==> src/dmawe_defines.svh <==
// Constants of the width adapter, error and event logic of the DMA engine.
// Assumes a 32-bit AHB system bus and at most eight channels.
`ifndef DMAWE_DEFINES_SVH
`define DMAWE_DEFINES_SVH

// Register block placement on the system bus.
`define DMAWE_BASE_ADDR 32'hA000_0000
`define DMAWE_BASE_MASK 32'hFFFF_F000
`define DMAWE_STATUS_OFF 12'h000
`define DMAWE_CLEAR_OFF 12'h004
`define DMAWE_STATUS_RST 32'h0000_0000

// Flag positions inside each channel's group of four status bits.
`define DMAWE_ANY_BIT 0
`define DMAWE_DONE_BIT 1
`define DMAWE_HALF_BIT 2
`define DMAWE_ERR_BIT 3
`define DMAWE_FLAGS_PER_CH 4

// Address region that the master treats as reserved.
`define DMAWE_RSV_MASK 32'hF000_0000
`define DMAWE_RSV_BASE 32'hF000_0000

// AHB transfer type and size codes.
`define DMAWE_HTRANS_IDLE 2'h0
`define DMAWE_HTRANS_NONSEQ 2'h2
`define DMAWE_HSIZE_WORD 3'h2

`endif

==> src/dmawe_pkg.sv <==
// Types shared by the DMA width, error and event logic.
// Assumes item sizes coded as in the AHB size field.
package dmawe_pkg;

    // Item size, coded as the low bits of the AHB size field.
    typedef enum logic [1:0] {
        SZ_BYTE = 2'h0,
        SZ_HALF = 2'h1,
        SZ_WORD = 2'h2
    } dmawe_size_t;

    // One item read from the source, with its transfer attributes.
    typedef struct packed {
        logic [2:0] chan;
        logic [31:0] srcAddr;
        logic [31:0] dstAddr;
        logic [31:0] data;
        dmawe_size_t periphItemSize;
        dmawe_size_t memItemSize;
    } dmawe_item_t;

    // One adapted write waiting for the master port.
    typedef struct packed {
        logic [2:0] chan;
        logic [31:0] addr;
        dmawe_size_t size;
        logic [31:0] data;
    } dmawe_write_t;

    // Master port sequencer states.
    typedef enum logic [2:0] {
        M_IDLE = 3'h1,
        M_ADDR = 3'h2,
        M_DATA = 3'h4
    } dmawe_mstate_t;

endpackage

==> src/dmawe_buffer.sv <==
// Two-entry buffer with valid and ready on both sides.
// Assumes one clock; writer and reader may act in the same cycle.
`timescale 1ns/1ps
`default_nettype none

module dmawe_buffer #(
    parameter int WIDTH = 32,
    parameter int DEPTH = 2
) (
    // Clock and reset.
    input wire logic clock,
    input wire logic rstn,
    // Filling side.
    input wire logic inValid,
    output logic inReady,
    input wire logic [WIDTH-1:0] inData,
    // Draining side.
    output logic outValid,
    input wire logic outReady,
    output logic [WIDTH-1:0] outData
);

    // The pointers are one bit wide, so only two entries can be served.
    if (DEPTH != 2) begin : gBadDepth
        $error("dmawe_buffer serves exactly two entries");
    end

    logic [WIDTH-1:0] store [DEPTH];
    logic wrPtr;
    logic rdPtr;
    logic [1:0] count;
    logic push;
    logic pop;

    // Full and empty come straight from the occupancy count.
    assign inReady = (count != 2'h2);
    assign outValid = (count != 2'h0);
    assign outData = store[rdPtr];
    assign push = inValid && inReady;
    assign pop = outValid && outReady;

    // Pointer and count upkeep.
    always_ff @(posedge clock) begin
        if (!rstn) begin
            wrPtr <= 1'b0;
            rdPtr <= 1'b0;
            count <= 2'h0;
        end else begin
            if (push) wrPtr <= ~wrPtr;
            if (pop) rdPtr <= ~rdPtr;
            count <= count + {1'b0, push} - {1'b0, pop};
        end
    end

    // Storage needs no reset; outValid guards every read of it.
    always_ff @(posedge clock) begin
        if (push) store[wrPtr] <= inData;
    end

endmodule

`default_nettype wire

==> src/dmawe_top.sv <==
// Width adapter, master write port, error and event flags of the DMA.
// Assumes requests, events and items come from logic on the same clock.
`include "dmawe_defines.svh"
`timescale 1ns/1ps
`default_nettype none

module dmawe_top #(
    parameter int NCH = 8
) (
    // Clock and reset.
    input wire logic clock,
    input wire logic rstn,
    // Register slave on the system bus.
    input wire logic hsel,
    input wire logic [31:0] haddr,
    input wire logic [1:0] htrans,
    input wire logic hwrite,
    input wire logic [2:0] hsize,
    input wire logic [31:0] hwdata,
    input wire logic hready,
    output logic hreadyout,
    output logic [31:0] hrdata,
    output logic hresp,
    // Master write port.
    output logic [31:0] haddrM,
    output logic [1:0] htransM,
    output logic hwriteM,
    output logic [2:0] hsizeM,
    output logic [31:0] hwdataM,
    input wire logic hreadyM,
    input wire logic hrespM,
    // Item stream from the read side.
    input wire logic itemValid,
    output logic itemReady,
    input wire dmawe_pkg::dmawe_item_t item,
    output logic [31:0] nextSrcAddr,
    output logic [31:0] nextDstAddr,
    // Channel events and enables.
    input wire logic [NCH-1:0] readErr,
    input wire logic [NCH-1:0] halfEvt,
    input wire logic [NCH-1:0] doneEvt,
    input wire logic [NCH-1:0] half_irq_enable,
    input wire logic [NCH-1:0] complete_irq_enable,
    input wire logic [NCH-1:0] error_irq_enable,
    output logic [NCH-1:0] chanDisable,
    output logic irq,
    // Request multiplexing.
    input wire logic [NCH-1:0] periphReq,
    input wire logic adcReq,
    input wire logic [NCH-1:0] reqSelectAdc,
    output logic [NCH-1:0] chanReq
);

    // The status register holds four flags per channel in 32 bits.
    if (NCH < 1 || NCH > 8) begin : gBadNch
        $error("dmawe_top serves one to eight channels");
    end

    ////////////////////////////////////////////////////////////////////////
    // Helpers.

    // Reserved-region check, used for both source and destination.
    function automatic logic isReserved(input logic [31:0] a);
        isReserved = ((a & `DMAWE_RSV_MASK) == `DMAWE_RSV_BASE);
    endfunction

    // Address step for one item of the given size.
    function automatic logic [31:0] step(input dmawe_pkg::dmawe_size_t s);
        step = 32'h1 << s;
    endfunction

    // Extend by source size, cut by destination size, repeat a byte or halfword destination over every lane.
    function automatic logic [31:0] adapt(input logic [31:0] d,
            input dmawe_pkg::dmawe_size_t src,
            input dmawe_pkg::dmawe_size_t dst);
        logic [31:0] ext;
        ext = d;
        if (src == dmawe_pkg::SZ_BYTE) ext = {24'h00_0000, d[7:0]};
        if (src == dmawe_pkg::SZ_HALF) ext = {16'h0000, d[15:0]};
        adapt = ext;
        if (dst == dmawe_pkg::SZ_BYTE) adapt = {4{ext[7:0]}};
        if (dst == dmawe_pkg::SZ_HALF) adapt = {2{ext[15:0]}};
    endfunction

    ////////////////////////////////////////////////////////////////////////
    // Request multiplexing.

    // Each channel listens to the converter or to its own peripheral.
    assign chanReq = (reqSelectAdc & {NCH{adcReq}}) |
                     (~reqSelectAdc & periphReq);

    ////////////////////////////////////////////////////////////////////////
    // Item intake and width adaptation.

    logic rsvHit;
    logic take;
    logic bufInValid;
    logic bufInReady;
    dmawe_pkg::dmawe_write_t bufIn;
    dmawe_pkg::dmawe_write_t bufOut;
    logic bufOutValid;
    logic bufOutReady;

    // A reserved address never reaches the bus; it becomes an error.
    assign rsvHit = isReserved(item.srcAddr) || isReserved(item.dstAddr);
    assign itemReady = bufInReady;
    assign take = itemValid && bufInReady;
    assign bufInValid = itemValid && !rsvHit;
    assign bufIn.chan = item.chan;
    assign bufIn.addr = item.dstAddr;
    assign bufIn.size = item.memItemSize;
    assign bufIn.data = adapt(item.data, item.periphItemSize,
                              item.memItemSize);

    // Following addresses step by each side's own item size.
    always_ff @(posedge clock) begin
        if (!rstn) begin
            nextSrcAddr <= 32'h0000_0000;
            nextDstAddr <= 32'h0000_0000;
        end else if (take) begin
            nextSrcAddr <= item.srcAddr + step(item.periphItemSize);
            nextDstAddr <= item.dstAddr + step(item.memItemSize);
        end
    end

    // Two entries let the read side run on while the bus stalls a write.
    dmawe_buffer #(
        .WIDTH($bits(dmawe_pkg::dmawe_write_t)),
        .DEPTH(2)
    ) uBuffer (
        .clock(clock),
        .rstn(rstn),
        .inValid(bufInValid),
        .inReady(bufInReady),
        .inData(bufIn),
        .outValid(bufOutValid),
        .outReady(bufOutReady),
        .outData(bufOut)
    );

    ////////////////////////////////////////////////////////////////////////
    // Master write port.

    dmawe_pkg::dmawe_mstate_t mState;
    logic [31:0] pendData;
    logic [2:0] pendChan;
    logic wrErr;

    assign bufOutReady = (mState == dmawe_pkg::M_IDLE);
    assign hwriteM = 1'b1;
    assign wrErr = (mState == dmawe_pkg::M_DATA) && hreadyM && hrespM;

    // One single write at a time: address phase, then data phase.
    always_ff @(posedge clock) begin
        if (!rstn) begin
            mState <= dmawe_pkg::M_IDLE;
            htransM <= `DMAWE_HTRANS_IDLE;
            haddrM <= 32'h0000_0000;
            hsizeM <= 3'h0;
            hwdataM <= 32'h0000_0000;
            pendData <= 32'h0000_0000;
            pendChan <= 3'h0;
        end else begin
            unique case (mState)
                dmawe_pkg::M_IDLE: begin
                    if (bufOutValid) begin
                        htransM <= `DMAWE_HTRANS_NONSEQ;
                        haddrM <= bufOut.addr;
                        hsizeM <= {1'b0, bufOut.size};
                        pendData <= bufOut.data;
                        pendChan <= bufOut.chan;
                        mState <= dmawe_pkg::M_ADDR;
                    end
                end
                dmawe_pkg::M_ADDR: begin
                    if (hreadyM) begin
                        htransM <= `DMAWE_HTRANS_IDLE;
                        hwdataM <= pendData;
                        mState <= dmawe_pkg::M_DATA;
                    end
                end
                dmawe_pkg::M_DATA: begin
                    if (hreadyM) mState <= dmawe_pkg::M_IDLE;
                end
            endcase
        end
    end

    ////////////////////////////////////////////////////////////////////////
    // Register slave.

    logic selOk;
    logic regWr;
    logic [11:0] regOff;
    logic [31:0] status;
    logic [31:0] clrMask;

    // Only full-word accesses inside the block's window are honoured.
    assign selOk = hsel && hready && htrans[1] &&
        ((haddr & `DMAWE_BASE_MASK) == `DMAWE_BASE_ADDR) &&
        (hsize == `DMAWE_HSIZE_WORD);
    assign hreadyout = 1'b1;
    assign hresp = 1'b0;

    // Address phase capture and read data; writes land next cycle.
    always_ff @(posedge clock) begin
        if (!rstn) begin
            regWr <= 1'b0;
            regOff <= 12'h000;
            hrdata <= 32'h0000_0000;
        end else begin
            regWr <= selOk && hwrite;
            regOff <= haddr[11:0];
            hrdata <= 32'h0000_0000;
            if (selOk && !hwrite &&
                haddr[11:0] == `DMAWE_STATUS_OFF) hrdata <= status;
        end
    end

    // Writing ones clears flags; the status register ignores writes.
    assign clrMask = (regWr && regOff == `DMAWE_CLEAR_OFF) ?
        hwdata : 32'h0000_0000;

    ////////////////////////////////////////////////////////////////////////
    // Event flags, channel disable and interrupt.

    logic [NCH-1:0] errEvt;
    logic [NCH-1:0] irqTerm;

    // Errors come from the read side, reserved items and the write port.
    always_comb begin
        errEvt = readErr;
        if (take && rsvHit) errEvt[item.chan] = 1'b1;
        if (wrErr) errEvt[pendChan] = 1'b1;
    end

    // The channel's enable is dropped in the cycle after the error.
    always_ff @(posedge clock) begin
        if (!rstn) chanDisable <= '0;
        else chanDisable <= errEvt;
    end

    // Per channel: a hardware set beats a simultaneous software clear.
    for (genvar c = 0; c < 8; c++) begin : gFlags
        localparam int B = c * `DMAWE_FLAGS_PER_CH;
        if (c < NCH) begin : gLive
            logic [3:0] setv;
            assign setv[`DMAWE_DONE_BIT] = doneEvt[c];
            assign setv[`DMAWE_HALF_BIT] = halfEvt[c];
            assign setv[`DMAWE_ERR_BIT] = errEvt[c];
            assign setv[`DMAWE_ANY_BIT] = doneEvt[c] || halfEvt[c] ||
                errEvt[c];
            always_ff @(posedge clock) begin
                if (!rstn) status[B+3:B] <= 4'(`DMAWE_STATUS_RST >> B);
                else status[B+3:B] <= (status[B+3:B] & ~clrMask[B+3:B]) |
                    setv;
            end
            assign irqTerm[c] =
                (status[B+`DMAWE_DONE_BIT] && complete_irq_enable[c]) ||
                (status[B+`DMAWE_HALF_BIT] && half_irq_enable[c]) ||
                (status[B+`DMAWE_ERR_BIT] && error_irq_enable[c]);
        end else begin : gUnused
            assign status[B+3:B] = 4'h0;
        end
    end

    // Enables gate only the output, never the flags themselves.
    assign irq = |irqTerm;
endmodule

`default_nettype wire

==> config.mk <==
export PLATFORM = sky130hd
export DESIGN_NAME = dmawe_top
export DESIGN_NICKNAME = d
export VERILOG_FILES = /design/src/dmawe_pkg.sv /design/src/dmawe_buffer.sv /design/src/dmawe_top.sv
export VERILOG_INCLUDE_DIRS = /design/src
export SDC_FILE = /design/constraint.sdc
export NUM_CORES = 1
export LEC_CHECK = 0
export BUFFER_PORTS_ARGS = -buffer_cell sky130_fd_sc_hd__buf_2
export CELL_PAD_IN_SITES_DETAIL_PLACEMENT = 1
export CELL_PAD_IN_SITES_GLOBAL_PLACEMENT = 1
export CORE_MARGIN = 2
export CORE_UTILIZATION = 42
export CTS_BUF_LIST = sky130_fd_sc_hd__clkbuf_8
export CTS_CLUSTER_SIZE = 30
export DETAILED_ROUTE_END_ITERATION = 8
export PLACE_DENSITY_LB_ADDON = 0.1
export REMOVE_ABC_BUFFERS = 1
export SLEW_MARGIN = 25
export SYNTH_ARGS = -nofsm -noshare
export SYNTH_HDL_FRONTEND = slang
export SYNTH_SLANG_ARGS = --single-unit
export TNS_END_PERCENT = 10
==> constraint.sdc <==
create_clock -name clock -period 6.61 [get_ports clock]
set_input_delay 0.9915 -clock clock [delete_from_list [all_inputs] [get_ports clock]]
set_output_delay 0.9915 -clock clock [all_outputs]
set_load 0.03 [all_outputs]
Word level (Yosys, flattened, before mapping):

Memory sizes are Yosys's and may differ from the RTL's. A register that Yosys moved wholly into a read port is not among the register bits.
Cells that the tools add are included.

* RAM bits: 138
* word-level logic and storage cells: 185
* output and inout port bits: 186
* input bits: 245
* bits in read-only memories: 0
* bits in latches: 0
* bits in registers: 190
* memories: 1

* shifts and indexed selects: 2
* magnitude comparators: 4
* $add $sub $neg: 4
* multiplexer cells: 20
* reductions and logical operators: 88
* divide/modulo/power cells: 0
* multiply operators: 0
* bitwise gates (word level): 32
* equality and inequality tests: 14

Memories
* uBuffer.store: words 2, width 69, read ports 1, clocked after memory_dff 1, write ports 1, RTL line dmawe_buffer.sv:28 `logic [WIDTH-1:0] store [DEPTH];`

Operator list (number)
* two-way mux 32 bit: 5
* adder 32 bit: 2
* left shift 1 x 2 -> 32 bit, first input constant: 2
* logical AND 1 bit: 41
* logical OR 1 bit: 33
* bitwise AND 4 bit: 8
* NOT 4 bit: 8
* bitwise OR 4 bit: 8
* bitwise OR 8 bit: 3
* == test 20 bit, second input constant: 1
* bitwise AND 8 bit: 2
* two-way mux 8 bit: 2
* == test 12 x 3 -> 1 bit, second input constant: 1
* zero test 12 bit: 1
* two-way mux 3 bit: 3
* case mux 3 bit (3 select lines): 1
* == test 4 bit, second input constant: 2
* less-than comparator 3 x 4 -> 1 bit, second input constant: 2
* NOT 8 bit: 1
* OR reduction 8 bit: 1
* demux 1 bit (select 3 bit): 2
* == test 3 x 2 -> 1 bit, second input constant: 2
* greater-or-equal comparator 3 x 1 -> 1 bit, second input constant: 2
* != test 2 bit, second input constant: 3
* other kinds (15): 28

Longest topological paths before layout:

* word-level depth: 10
* gate-level depth with buffers: 11
* gate-level depth less buffers: 9

By module:

Synthesis repeated with hierarchy kept, for this count alone.

* cells, all modules: 1527
* area, all modules: 15919.0 um2

Modules (own cells, without submodules)
* dmawe_top: seq. area each 5084.9 um2, area an instance 10664.0 um2, instances 1, cells an instance 1288
* dmawe_buffer: seq. area each 4244.1 um2, area an instance 5255.0 um2, instances 1, cells an instance 239

Worst setup path before layout:

OpenSTA, ideal clock, no wires.

* path type: input-to-reg
* start point: input item[66] in the netlist's numbering
* end point: memory uBuffer.store[0][0] in the netlist's numbering (enable)
* setup slack: 1611 ps
* stages on the path: 4
* setup time: 497 ps
* path buffers: 0
* data arrival time: 4502 ps
* path through: and3_1 > a22oi_1 > nand2_1 > nor2_1

* cells in the longest elaborated chain, start to end: 7

Ends and longest elaborated chain
* from (decl): RTL line dmawe_top.sv:35 `input wire dmawe_pkg::dmawe_item_t item,`
* == test 4 bit (no line)
* logical OR 1 bit: RTL line dmawe_top.sv:105 `assign rsvHit = isReserved(item.srcAddr) || isReserved(item.dstAddr);`
* zero test 1 bit: RTL line dmawe_top.sv:108 `assign bufInValid = itemValid && !rsvHit;`
* logical AND 1 bit: RTL line dmawe_top.sv:108
* logical AND 1 bit: RTL line dmawe_buffer.sv:39 `assign push = inValid && inReady;`
* two-way mux 1 bit: RTL line dmawe_buffer.sv:57 `if (push) store[wrPtr] <= inData;`
* two-way mux 1 bit (not written as such): RTL line dmawe_buffer.sv:57
* to (decl): RTL line dmawe_buffer.sv:28

No other way between the ends.

Final worst setup path:

* start point: input item[1] in the netlist's numbering
* end point: register nextDstAddr[25]

* cells in the longest elaborated chain, start to end: 2

Ends and longest elaborated chain
* left shift 1 x 2 -> 32 bit: RTL line dmawe_top.sv:69 `step = 32'h1 << s;`
* adder 32 bit: RTL line dmawe_top.sv:122 `nextDstAddr <= item.dstAddr + step(item.memItemSize);`
* to (signal assigned): RTL line dmawe_top.sv:122
* to (decl): RTL line dmawe_top.sv:37 `output logic [31:0] nextDstAddr,`

No other way between the ends.
A chain may end at the register's enable or synchronous reset.

==> run summary <==
For this configuration, the core starts out at a cell density of 0.428. The growth of design area from synthesis to finish is 24.2%. The worst setup path is launched from a primary input. The number of vias per cell is 5.22. The register-to-register path setup slack is 4.01 ns. Once layout is done, the placed cells without fillers occupy 19500 µm².

The setup TNS came out at 0 ns. Across the run, the number of max-cap violations was 0. The relative contribution of combinational cells to total power came out at 0.236. The data arrival at the endpoint of the critical path is 3.62 ns. The H-tree was split into 3 levels.

The most critical setup path has its startpoint at item[1]. The total DRC errors in the routed layout came out at 0. The cell area after synthesis came out at 15700 µm². Setup repair after global routing left no endpoint under its margin.

The maximum clock path buffer count is 3. The total congestion overflow is 0. The capturing element type of the critical path is a register. The launch point of the worst reg-to-reg path is mState[0]. The die span in x came out at 197 µm. The endpoint of the worst-slack reg-to-reg timing path is pendData[24]. The count of different cell masters after synthesis is 62.

Of the total power, the share spent switching nets is 0.329. The sequential share of the synthesized area came out at 0.593. The count of input and output buffers came out at 424. The post-route core utilization is 0.532.

The number of sinks driven by the clock tree came out at 396. The region available for standard cell placement spans 36700 µm². The worst pin sits at a relative slew slack of 0.344. The latest clock arrival within the worst-skew pair is 0.61 ns.

The final hold violation count is 0. The number of rows in the core area came out at 70. The worst clock skew came out at 0.0279 ns.

Detailed routing inserted a total of 12.5k vias. The clock network power share came out at 0.308. Gates resized during post-CTS repair numbered 0. Of the cells placed in the final design, the portion with a size suffix greater than 1 is 0.295. The root buffer cell is sky130_fd_sc_hd__clkbuf_8.

The post-detailed-routing wire length is 46.0 mm. The portion of total power attributed to sequential cells is 0.456. The initial antenna violation count is 7. The half-perimeter wire length after placement is 31.5 mm. The count of final setup violators is 0. The worst hold-check slack is 0.430 ns. The global router's overall resource usage is 0.235. The final weighted congestion of routability-driven global placement is 0.837. The type of the worst min-delay path is reg2reg.

The worst voltage drop across the vdd grid is 217 µV. The static leakage came out at 7.90 nW. The via count of the first global-routing pass came out at 13.0k. The die covers 39000 µm². The smallest clock period supported by the final layout is computed as 3.10 ns. The count of flip-flops with a built-in enable after synthesis came out at 138. Clock tree synthesis inserted a total of 68 buffers. For this run, the post-layout net count is 2113. The analysis attributes to net switching a power of 2.29 mW. The placed cell area is 18200 µm². The number of buffers added for setup after CTS came out at 0. The die height is 197 µm. The share of the cycle needed by the critical path after routing is 0.469.

The cell count of the worst reg-to-reg path is 6. The register bit count reported by yosys is 396. Static timing analysis puts the maximum clock frequency at 0.323 GHz. The TritonCTS clock tree is built. In this run the remaining antenna-violating nets after routing total 0. The synthesized instance count is 1440. The wire length of the first global-routing pass came out at 71.0 mm.

The internal power component is 4.67 mW. The worst hold path cell count came out at 1. Before antenna repair, the detailed router went through 5 iterations. The count of pins over their slew limit is 0. The clock-pin slew on the worst setup and hold paths is 0.06 ns. Following the worst setup path forward leads to its endpoint at nextDstAddr[25]. The flow ran to the end, and the final reports show no timing, DRC or antenna violations. The count of hold-fix buffers inserted at cts is 0. The required time of the critical path came out at 7.13 ns. In the synthesized netlist the dominant register cell turns out to be sky130_fd_sc_hd__dfxtp_1.

Pin placement for this block handled 431 I/O pins. The Yosys step of the flow raised 0 warnings. The total power divided by cell area came out at 356 nW/µm².

The transition time at the pin with the least slew margin is 0.984 ns. After layout, the design draws a total of 6.95 mW. The fraction of registers with async set/reset came out at 0. The number of DRC markers after the initial detailed-route iteration came out at 570. A synthesized cell averages 10.9 µm². Entering global routing, the biggest net connects 117 pins.

Along the worst path, the maximum fanout reaches 23. The critical path class is in2reg. The routed length per placed instance is 19.3 µm.
power by group through the flow:
stage | registers, mW | logic (mW) | clock network, mW
finish | 3.17 | 1.64 | 2.14
global route | 3.22 | 1.82 | 2.32
CTS | 3.17 | 1.67 | 2.21
detailed placement | 3.22 | 1.67 | 0
global placement | 3.20 | 1.62 | 0
floorplan | 3.54 | 0.812 | 0
final cells by class:
| cell class | count | area [µm²] |
|---|---|---|
| well taps | 468 | 586 |
| repair buffers | 439 | 2260 |
| flip-flops and latches | 396 | 9310 |
| multi-input cells | 933 | 5950 |
| inverters | 18 | 70.1 |
| diodes | 10 | 25.0 |
| fillers | 4134 | 17200 |
| clock inverters | 45 | 274 |
| clock buffers | 75 | 1030 |
flip-flops by register name (all words and copies together), names as in the netlist:
| register | count |
|---|---|
| nextSrcAddr | 32 |
| status | 32 |
| uBuffer.wrPtr | 1 |
| chanDisable | 8 |
| pendChan | 3 |
| uBuffer.count | 2 |
| regOff | 12 |
| hsizeM | 2 |
| hrdata | 32 |
| pendData | 32 |
| haddrM | 32 |
| mState | 3 |
| hwdataM | 32 |
| htransM | 1 |
| regWr | 1 |
| uBuffer.rdPtr | 1 |
| uBuffer.store | 138 |
| nextDstAddr | 32 |
layout by cell type, fill, tap and decap left out, types with 6 or more instances in the layout:
| cell type | count |
|---|---|
| sky130_fd_sc_hd__edfxtp_1 | 138 |
| sky130_fd_sc_hd__dfxtp_1 | 257 |
| sky130_fd_sc_hd__nor4_1 | 12 |
| sky130_fd_sc_hd__a21boi_0 | 32 |
| sky130_fd_sc_hd__a211oi_1 | 82 |
| sky130_fd_sc_hd__nor2b_1 | 8 |
| sky130_fd_sc_hd__a21oi_1 | 92 |
| sky130_fd_sc_hd__buf_2 | 423 |
| sky130_fd_sc_hd__o21ai_0 | 75 |
| sky130_fd_sc_hd__buf_4 | 13 |
| sky130_fd_sc_hd__nand4_1 | 18 |
| sky130_fd_sc_hd__clkbuf_8 | 75 |
| sky130_fd_sc_hd__nor2_1 | 101 |
| sky130_fd_sc_hd__ha_1 | 10 |
| sky130_fd_sc_hd__mux2i_1 | 69 |
| sky130_fd_sc_hd__a22oi_1 | 11 |
| sky130_fd_sc_hd__nand3_1 | 18 |
| sky130_fd_sc_hd__diode_2 | 10 |
| sky130_fd_sc_hd__xor2_1 | 23 |
| sky130_fd_sc_hd__mux2_2 | 16 |
| sky130_fd_sc_hd__xnor2_1 | 37 |
| sky130_fd_sc_hd__nand2_1 | 140 |
| sky130_fd_sc_hd__o41a_1 | 8 |
| sky130_fd_sc_hd__and2_1 | 57 |
| sky130_fd_sc_hd__o21a_1 | 25 |
| sky130_fd_sc_hd__and3_1 | 8 |
| sky130_fd_sc_hd__a31oi_1 | 6 |
| sky130_fd_sc_hd__inv_1 | 47 |
| sky130_fd_sc_hd__nor3_1 | 19 |
synthesized netlist by cell type, drive strengths merged (10+ instances only):
cell type	n	share of area
o21ai	75	0.024
ha	10	0.0080
inv	18	0.0043
a211oi	82	0.039
mux2	16	0.011
and2	58	0.023
xor2	23	0.013
mux2i	69	0.044
clkbuf	80	0.019
buf	14	0.0071
nor2	104	0.025
a22oi	11	0.0053
a21boi	32	0.015
o21a	25	0.012
xnor2	37	0.021
nand4	20	0.0088
dfxtp	258	0.33
edfxtp	138	0.26
a21oi	92	0.029
nor3	20	0.0064
nand3	18	0.0057
nor4	16	0.0091
nand2	140	0.033
how the worst min path moves through the flow:
stage / end / startpoint
finish: hrdata[24] / status[24]
global route: hrdata[24] / status[24]
CTS: hrdata[24] / status[24]
detailed placement: hrdata[24] / status[24]
global placement: hrdata[12] / status[12]
floorplan: hrdata[0] / status[0]
critical path, stage by stage:
cell and delay (ns):
sky130_fd_sc_hd__buf_2 0.26, sky130_fd_sc_hd__and2_1 0.25, sky130_fd_sc_hd__ha_1 0.38, sky130_fd_sc_hd__nand4_1 0.16
sky130_fd_sc_hd__o22ai_1 0.77, sky130_fd_sc_hd__nand3_1 0.27, sky130_fd_sc_hd__or3_1 0.36, sky130_fd_sc_hd__a31oi_1 0.17
metrics by stage:
stage | instances | worst slack [ns]
after global placement | 2253 | 3.02
after CTS | 2374 | 3.57
after global routing | 2378 | 3.40
after detailed placement | 2254 | 2.93
after floorplan | 1347 | 0.00625
final | 2384 | 3.51
logic make-up (layout without fill, tap and decap cells):
family | count (synthesis) | after routing | synth area share
and+or+nand+nor | 422 | 422 | 0.133
DFF | 396 | 396 | 0.593
AOI/OAI and AO/OA | 349 | 349 | 0.143
buffers and inverters | 114 | 577 | 0.0317
muxes | 85 | 85 | 0.0554
xor gates and xnor gates | 60 | 60 | 0.0334
adders and majority gates | 12 | 12 | 0.0105
other | 2 | 15 | 0.000478
layer usage:
layer	track usage	part of all wire	up-vias
li1	-	-	6007
met1	0.284	0.42	6049
met2	0.395	0.49	321
met3	0.0721	0.074	73
met4	0.0866	0.022	2
met5	0	0.00028	-
No activity file was read; power rests on OpenSTA's default activity.
